<file path="src/include/lstog_pkg.sv">
// package for the local safe-torque-off gate: timing constants, states and carriers
package lstog_pkg;
	localparam int CLK_HZ = 50_000_000;
	// tolerated low test pulse width, in microseconds
	localparam int PULSE_MAX_US = 300;
	// least spacing between tolerated test pulses, in milliseconds
	localparam int GAP_MIN_MS = 200;
	// longest time rounds down
	localparam int PULSE_MAX_CYC = (CLK_HZ / 1_000_000) * PULSE_MAX_US;
	// least time rounds down as well
	localparam int GAP_MIN_CYC = (CLK_HZ / 1000) * GAP_MIN_MS;
	localparam int CNT_W = 24;

	typedef enum logic [1:0] {
		LSTOG_OFF = 2'b00,
		LSTOG_ON = 2'b01,
		LSTOG_PULSE = 2'b11
	} lstog_state_t;

	typedef struct packed {
		logic torque_allowed;
		logic torque_off_indication;
	} lstog_out_t;
endpackage

</file>
<file path="src/logic/lstog_gate.sv">
// local safe-torque-off gate: pulse filter on the release input and torque gating
// What this block does
// - torque only with release input and string enable
// - global string stop kept out of gating
// - release removed before a full gap has passed means torque cut at once
// - ignore short, widely spaced low test pulses
// - other pulses are real removals, torque off
// - drive enable refused while torque off active
`timescale 1ns/1ns
module lstog_gate #(
	parameter int PULSE_CYC = lstog_pkg::PULSE_MAX_CYC,
	parameter int GAP_CYC = lstog_pkg::GAP_MIN_CYC
) (
	input wire logic i_clk,
	input wire logic i_sys_rst,
	input wire logic i_torque_release_input,
	input wire logic i_string_hardware_enable,
	input wire logic i_drive_enable,
	output logic o_torque_allowed,
	output logic o_torque_off_indication
);
	// counters cannot serve a gap wider than their width or a gap not longer than a pulse
	if (PULSE_CYC < 1 || GAP_CYC <= PULSE_CYC || GAP_CYC >= (1 << lstog_pkg::CNT_W)) begin : g_bad_timing
		$error("lstog_gate: bad filter timing parameters");
	end

	localparam logic [lstog_pkg::CNT_W-1:0] PULSE_LIM = lstog_pkg::CNT_W'(PULSE_CYC);
	localparam logic [lstog_pkg::CNT_W-1:0] GAP_LIM = lstog_pkg::CNT_W'(GAP_CYC);
	localparam logic [lstog_pkg::CNT_W-1:0] CNT_ONE = lstog_pkg::CNT_W'(1);
	localparam logic [lstog_pkg::CNT_W-1:0] CNT_ZERO = '0;

	logic rel_s;
	logic str_s;
	logic drv_s;

	lstog_sync u_rel (
		.i_clk(i_clk),
		.i_sys_rst(i_sys_rst),
		.i_async(i_torque_release_input),
		.o_sync(rel_s)
	);
	lstog_sync u_str (
		.i_clk(i_clk),
		.i_sys_rst(i_sys_rst),
		.i_async(i_string_hardware_enable),
		.o_sync(str_s)
	);
	lstog_sync u_drv (
		.i_clk(i_clk),
		.i_sys_rst(i_sys_rst),
		.i_async(i_drive_enable),
		.o_sync(drv_s)
	);

	lstog_pkg::lstog_state_t state_r;
	lstog_pkg::lstog_state_t state_nxt;
	logic [lstog_pkg::CNT_W-1:0] pulse_cnt_r;
	logic [lstog_pkg::CNT_W-1:0] pulse_cnt_nxt;
	// cycles since the last fresh release or tolerated pulse ended; saturates at the gap limit
	logic [lstog_pkg::CNT_W-1:0] gap_cnt_r;
	logic [lstog_pkg::CNT_W-1:0] gap_cnt_nxt;
	lstog_pkg::lstog_out_t out_r;
	lstog_pkg::lstog_out_t out_nxt;
	logic released;

	// filter: the state machine only widens the released window over a pulse
	always_comb begin
		state_nxt = state_r;
		pulse_cnt_nxt = pulse_cnt_r;
		gap_cnt_nxt = gap_cnt_r;
		if (gap_cnt_r != GAP_LIM)
			gap_cnt_nxt = gap_cnt_r + CNT_ONE;
		case (state_r)
			lstog_pkg::LSTOG_OFF: begin
				pulse_cnt_nxt = CNT_ZERO;
				// first pulse after a fresh release is not tolerated until a full gap passed
				if (rel_s) begin
					state_nxt = lstog_pkg::LSTOG_ON;
					gap_cnt_nxt = CNT_ZERO;
				end
			end
			lstog_pkg::LSTOG_ON: begin
				pulse_cnt_nxt = CNT_ZERO;
				if (!rel_s) begin
					if (gap_cnt_r == GAP_LIM) begin
						state_nxt = lstog_pkg::LSTOG_PULSE;
						pulse_cnt_nxt = CNT_ONE;
					end else begin
						state_nxt = lstog_pkg::LSTOG_OFF;
					end
				end
			end
			lstog_pkg::LSTOG_PULSE: begin
				if (rel_s) begin
					state_nxt = lstog_pkg::LSTOG_ON;
					gap_cnt_nxt = CNT_ZERO;
				end else if (pulse_cnt_r >= PULSE_LIM) begin
					state_nxt = lstog_pkg::LSTOG_OFF;
				end else begin
					pulse_cnt_nxt = pulse_cnt_r + CNT_ONE;
				end
			end
			default: begin
				state_nxt = lstog_pkg::LSTOG_OFF;
				pulse_cnt_nxt = CNT_ZERO;
			end
		endcase
	end

	// only the local input, the string enable and the drive enable steer gating, nothing global
	always_comb begin
		released = (state_nxt != lstog_pkg::LSTOG_OFF);
		out_nxt.torque_allowed = released && str_s && drv_s;
		out_nxt.torque_off_indication = !released;
	end

	always_ff @(posedge i_clk) begin
		if (i_sys_rst) begin
			state_r <= lstog_pkg::LSTOG_OFF;
			pulse_cnt_r <= CNT_ZERO;
			gap_cnt_r <= CNT_ZERO;
			out_r <= '{torque_allowed: 1'b0, torque_off_indication: 1'b1};
		end else begin
			state_r <= state_nxt;
			pulse_cnt_r <= pulse_cnt_nxt;
			gap_cnt_r <= gap_cnt_nxt;
			out_r <= out_nxt;
		end
	end

	assign o_torque_allowed = out_r.torque_allowed;
	assign o_torque_off_indication = out_r.torque_off_indication;
endmodule // lstog_gate

</file>
<file path="src/logic/lstog_sync.sv">
// two-flop synchroniser for a pin level
`timescale 1ns/1ns
module lstog_sync (
	input wire logic i_clk,
	input wire logic i_sys_rst,
	input wire logic i_async,
	output logic o_sync
);
	logic meta_r;
	logic meta_nxt;
	logic sync_r;
	logic sync_nxt;

	always_comb begin
		meta_nxt = i_async;
		sync_nxt = meta_r;
	end

	// reset low so the stage starts in the safe, torque-off reading
	always_ff @(posedge i_clk) begin
		if (i_sys_rst) begin
			meta_r <= 1'b0;
			sync_r <= 1'b0;
		end else begin
			meta_r <= meta_nxt;
			sync_r <= sync_nxt;
		end
	end

	assign o_sync = sync_r;
endmodule // lstog_sync

</file>
<file path="config.mk">
export PLATFORM = sky130hd
export DESIGN_NAME = lstog_gate
export DESIGN_NICKNAME = d
export VERILOG_FILES = /design/src/include/lstog_pkg.sv /design/src/logic/lstog_gate.sv /design/src/logic/lstog_sync.sv
export SDC_FILE = /design/constraint.sdc
export NUM_CORES = 1
export LEC_CHECK = 0
export ABC_CLOCK_PERIOD_IN_PS = 6900
export BUFFER_PORTS_ARGS = -buffer_cell sky130_fd_sc_hd__buf_2
export CORE_ASPECT_RATIO = 0.6
export CORE_MARGIN = 2
export CORE_UTILIZATION = 65
export DETAILED_ROUTE_END_ITERATION = 10
export PLACE_DENSITY = 0.83
export SYNTH_ARGS = -nofsm -noshare
export SYNTH_HDL_FRONTEND = slang
export SYNTH_HIERARCHICAL = 1
export SYNTH_SLANG_ARGS = --single-unit
</file>
<file path="constraint.sdc">
create_clock -name i_clk -period 6.9 [get_ports i_clk]
set_input_delay 0.69 -clock i_clk [delete_from_list [all_inputs] [get_ports i_clk]]
set_output_delay 0.69 -clock i_clk [all_outputs]
set_load 0.02 [all_outputs]
</file>
Word-level counts from Yosys, hierarchy flattened:

Index checks and enable logic that the tools add are counted.

* add/sub/neg operators: 2
* order comparisons: 1
* equality and inequality tests: 6
* mux-type cells: 14
* reduce and logical (&&, ||, !) cells: 7

Operators with widths (count)
* 2-to-1 mux 24 bit: 5
* adder 24 x 1 -> 24 bit, second input constant: 2
* one-hot mux 24 bit (2 select lines): 1
* == test 24 bit, second input constant: 1
* greater-or-equal comparator 24 x 14 -> 1 bit, second input constant: 1
* inequality test 24 bit, second input constant: 1
* 2-to-1 mux 2 bit: 5
* one-hot mux 2 bit (3 select lines): 1
* inequality test 2 bit, second input constant: 2
* == test 2 x 1 -> 1 bit, second input constant: 1
* == test 2 bit, second input constant: 1
* logical AND 1 bit: 2
* logical NOT 2 bit: 1
* 2-to-1 mux 1 bit: 2
* AND reduction 2 bit: 1
* nonzero test 2 bit: 1
* OR reduction 2 bit: 1
* logical NOT 1 bit: 1

* register bits: 58
* input bits: 5
* output and inout bits: 2
* word-level logic and storage cells: 41

Longest topological paths before layout:

* depth after elaboration: 7
* mapped depth: 7
* mapped depth without buffers: 7

Cells and area by module:

The synthesis kept the hierarchy.

By module, submodules not included
* lstog_gate: times used 1, cells each 272, area each 2411.1 µm², sequential area each 1041.0 µm²
* lstog_sync: times used 3, cells each 4, area each 52.6 µm², sequential area each 40.0 µm²

Worst setup path after synthesis:

Ideal clock, no wire load.

* kind: register to register
* start point: register gap_cnt_r[0] (netlist name)
* end point: register out_r, in the netlist o_torque_allowed
* setup time: 0.103 ns
* data arrival time: 2.183 ns
* required time: 6.797 ns
* path slack: 4.614 ns
* stages on the path, launching flop included: 8
* buffers on the path: 0
* period minus slack after synthesis: 2.286 ns
* cell sequence: dfxtp_1 > inv_1 > ha_1 > or4b_1 > or4_4 > nor4b_4 > nor3_2 > a2111oi_2

* word-level cells in the longest chain between the ends: 7

Ends and longest elaborated chain
* start, declared: line lstog_gate.sv:60 `logic [lstog_pkg::CNT_W-1:0] gap_cnt_r;`
* start signal, assigned: line lstog_gate.sv:126 `gap_cnt_r <= gap_cnt_nxt;`
* == test 24 bit: line lstog_gate.sv:85 `if (gap_cnt_r == GAP_LIM) begin`
* 2-to-1 mux 2 bit: line lstog_gate.sv:85
* 2-to-1 mux 2 bit: line lstog_gate.sv:84 `if (!rel_s) begin`
* one-hot mux 2 bit (3 select lines): line lstog_gate.sv:73 `case (state_r)`
* nonzero test 2 bit: line lstog_gate.sv:112 `released = (state_nxt != lstog_pkg::LSTOG_OFF);`
* logical AND 1 bit (2 in series): line lstog_gate.sv:113 `out_nxt.torque_allowed = released && str_s && drv_s;`
* end signal, assigned: line lstog_gate.sv:122 `out_r <= '{torque_allowed: 1'b0, torque_off_indication: 1'b1};`
* end signal, assigned: line lstog_gate.sv:127 `out_r <= out_nxt;`
* end, declared: line lstog_gate.sv:62 `lstog_pkg::lstog_out_t out_r;`

No other way between the ends.
A chain may end at the register's enable or synchronous reset.

Worst setup path after layout:

Ends and elaborated chain as after synthesis.

==> insert_results.sql <==
INSERT INTO impl_metrics (metric_group, metric, value, unit) VALUES
('hold_path', 'min_to', 'u_rel/o_sync', ''),
('placed_design', 'port_buffers', '6', ''),
('hold_path', 'timing.hold.worst.class', 'reg -> reg', ''),
('floorplan', 'fp.dieH', '52.7', 'µm'),
('critical_path', 'crit_fanout', '4', ''),
('critical_path', 'timing.critical_path.to_type', 'flip-flop', ''),
('final_layout', 'share_of_layout_cells_above_drive_strength_1', '0.108', ''),
('routing', 'drt-pass1-iter-count', '5', ''),
('critical_path', 'timing.critical_path.from_type', 'flip-flop', ''),
('yosys', 'postSynthAreaPerCell', '9.04', 'µm²'),
('clocking', 'hold_buffers', '0', ''),
('clocking', 'path_clk_slew', '0.06', 'ns'),
('sta', 'setup_tns', '0', 'ns'),
('power', 'post-layout-total-power', '645', 'µW'),
('floorplan', 'design.die.area', '4490', 'µm²'),
('final_layout', 'fillerInstances', '276', ''),
('clocking', 'cts-buffers-inserted', '9', ''),
('critical_path', 'regToRegEndpoint', 'o_torque_allowed', ''),
('sta', 'timing.final.ws_setup', '4.38', 'ns'),
('sta', 'worst_pin_slew', '0.819', 'ns'),
('grt', 'grt_start_max_net_pins', '25', ''),
('floorplan', 'core_region_area', '3720', 'µm²'),
('routing', 'wl_per_cell', '14.1', 'µm'),
('final_layout', 'postLayoutCoreUtil', '0.754', ''),
('clocking', 'clock_sinks', '58', ''),
('final_layout', 'area_overhead_of_the_layout_relative_to_synthesis', '9.25', '%'),
('yosys', 'post_synthesis_sequential_area_ratio', '0.452', ''),
('job', 'cap_violations', '0', ''),
('floorplan', 'num_io_pins', '7', ''),
('yosys', 'postSynthRegisterBits', '58', ''),
('clocking', 'tritoncts', 'yes', ''),
('final_layout', 'nNetsFinal', '305', ''),
('placed_design', 'gp_routability_congestion', '0.792', ''),
('routing', 'drt-vias-per-instance', '5.85', ''),
('clocking', 'cts_setup_buffers', '0', ''),
('placed_design', 'postPlaceCellArea', '2620', 'µm²'),
('yosys', 'synthSimpleGateAreaFrac', '0.287', ''),
('yosys', 'synth_cell_type_count', '44', ''),
('sta', 'final_period_minus_worst_setup_slack', '2.52', 'ns'),
('critical_path', 'timing_worst_setup_path_type', 'reg -> reg', ''),
('grt', 'grt_antenna_before_repair', '0', ''),
('sta', 'fin_crit_sh', '0.365', ''),
('clocking', 'worst_skew_pair.late_latency', '0.34', 'ns'),
('grt', 'grt_pass1_wl', '8710', 'µm'),
('final_layout', 'final_cell_mix', 'dfxtp_1 (58), nor2_1 (31), xnor2_1 (17)', ''),
('yosys', 'netlist_instances', '284', ''),
('sta', 'skew', '0.00688', 'ns'),
('sta', 'setup_repair_after_global_routing_missed_its_margin', 'false', ''),
('critical_path', 'r2r.worst_path.cells', '7', ''),
('clocking', 'clockBufferDepth', '2', ''),
('yosys', 'synth.net_count', '297', ''),
('yosys', 'synthMuxAreaShare', '0.00779', ''),
('clocking', 'cts.repair.resized', '0', ''),
('sta', 'setup_violations', '0', ''),
('critical_path', 'worst-r2r-setup-slack', '4.38', 'ns'),
('sta', 'fmaxAchievable', '398', 'MHz'),
('floorplan', 'initial_core_util', '0.690', ''),
('power', 'pwrdens', '230', 'nW/µm²'),
('yosys', 'post_synth_instance_area', '2570', 'µm²'),
('grt', 'vias_in_the_first_global_route', '1890', ''),
('routing', 'routed_wl', '4860', 'µm'),
('critical_path', 'cp_data_arrival_time', '2.74', 'ns'),
('routing', 'detailedRoute.firstIterationViolations', '131', ''),
('routing', 'number_of_remaining_drc_errors', '0', ''),
('outcome', 'run_status', 'complete, no violations', ''),
('yosys', 'synth_warnings', '6', ''),
('yosys', 'post_synth_xor_area_fraction', '0.0750', ''),
('yosys', 'synth_compound_area_frac', '0.108', ''),
('yosys', 'post_synth_fa_ha_maj_area_fraction', '0.0390', ''),
('critical_path', 'critical_path.reg2reg.startpoint', 'gap_cnt_r[0]', ''),
('grt', 'total_grt_overflow', '0', '');
kinds of logic (layout without fill, tap and decap cells):
family                   Yosys count  after routing
XOR/XNOR                          22             22
multiplexers                       2              2
flip-flops                        58             58
AO/OA/AOI/OAI                     43             43
adder cells (fa/ha/maj)            8              8
buffers and inverters             21             34
AND/OR/NAND/NOR                  130            130
synthesized netlist by cell type (all sizes together):
master	n	share of area
a2111oi	3	0.013
a211o	2	0.0068
a211oi	7	0.020
a21o	1	0.0029
a21oi	14	0.027
a31o	1	0.0034
and2	10	0.024
and3	2	0.0049
and3b	1	0.0034
and4	3	0.010
buf	2	0.0029
clkbuf	7	0.010
dfxtp	58	0.45
ha	8	0.039
inv	12	0.018
mux2i	2	0.0078
nand2	16	0.023
nand2b	1	0.0024
nand3	13	0.025
nand4	7	0.019
nand4b	1	0.0034
nor2	31	0.045
nor2b	6	0.015
nor3	11	0.023
nor3b	1	0.0029
nor4	5	0.012
nor4b	4	0.019
o21a	1	0.0029
o21ai	13	0.025
o41ai	1	0.0063
or2	1	0.0024
or2b	1	0.0029
or3	10	0.025
or3b	1	0.0034
or4	4	0.015
or4b	1	0.0039
xnor2	17	0.058
xor2	5	0.017
registers in the layout (all words and copies together) (netlist names):
signal,flops
o_torque_allowed,1
state_r,2
u_drv/o_sync,1
u_rel/meta_r,1
u_str/o_sync,1
pulse_cnt_r,24
gap_cnt_r,24
u_rel/o_sync,1
u_drv/meta_r,1
o_torque_off_indication,1
u_str/meta_r,1
routing by layer:
| metal | track usage | vias up | part of all wire |
|---|---|---|---|
| li1 | - | 1015 | - |
| met2 | 0.368 | 41 | 0.41 |
| met5 | 0 | - | 0 |
| met3 | 0.102 | 5 | 0.051 |
| met4 | 0.0820 | 0 | 0.0070 |
| met1 | 0.353 | 952 | 0.53 |
worst max-delay path, stage by stage, from the launching register on:
cell and delay (ns):
dfxtp_1 0.34, inv_1 0.10, ha_1 0.14, or4b_1 0.42
or4_4 0.51, nor4b_4 0.34, nor3_2 0.13, a2111oi_2 0.41
through the flow:
step	hold slack [ns]	std cells
6_report	0.435	344
2_1_floorplan	0.414	284
5_1_grt	0.460	344
3_5_place_dp	0.421	328
3_3_place_gp	0.421	328
4_1_cts	0.434	344
layout make-up:
class / instances / area (µm²) / share of cell area
clock inverters: 2 / 10.0 / 0.00357
clock buffers: 14 / 173 / 0.0615
flip-flops and latches: 58 / 1160 / 0.414
well taps: 47 / 58.8 / 0.0210
inverters: 12 / 45.0 / 0.0160
multi-input cells: 205 / 1330 / 0.473
repair buffers: 6 / 30.0 / 0.0107
worst max-delay path by stage:
| stage | startpoint | end | depth (start not counted) |
|---|---|---|---|
| 2_1_floorplan | gap_cnt_r[0] | o_torque_allowed | 7 |
| 5_1_grt | gap_cnt_r[0] | o_torque_allowed | 7 |
| 6_report | gap_cnt_r[0] | o_torque_allowed | 7 |
| 3_3_place_gp | gap_cnt_r[0] | o_torque_allowed | 7 |
| 4_1_cts | gap_cnt_r[0] | o_torque_allowed | 7 |
| 3_5_place_dp | gap_cnt_r[0] | o_torque_allowed | 7 |
power breakdown:
| group | leakage [µW] | total (µW) | internal, µW | switching (µW) |
|---|---|---|---|---|
| registers | 0.000469 | 342 | 339 | 3.49 |
| clock network | 0.0000965 | 287 | 159 | 128 |
| logic | 0.000369 | 16.6 | 6.84 | 9.73 |
| total | 0.000935 | 645 | 504 | 141 |
Power figures use the tool's default switching activity.
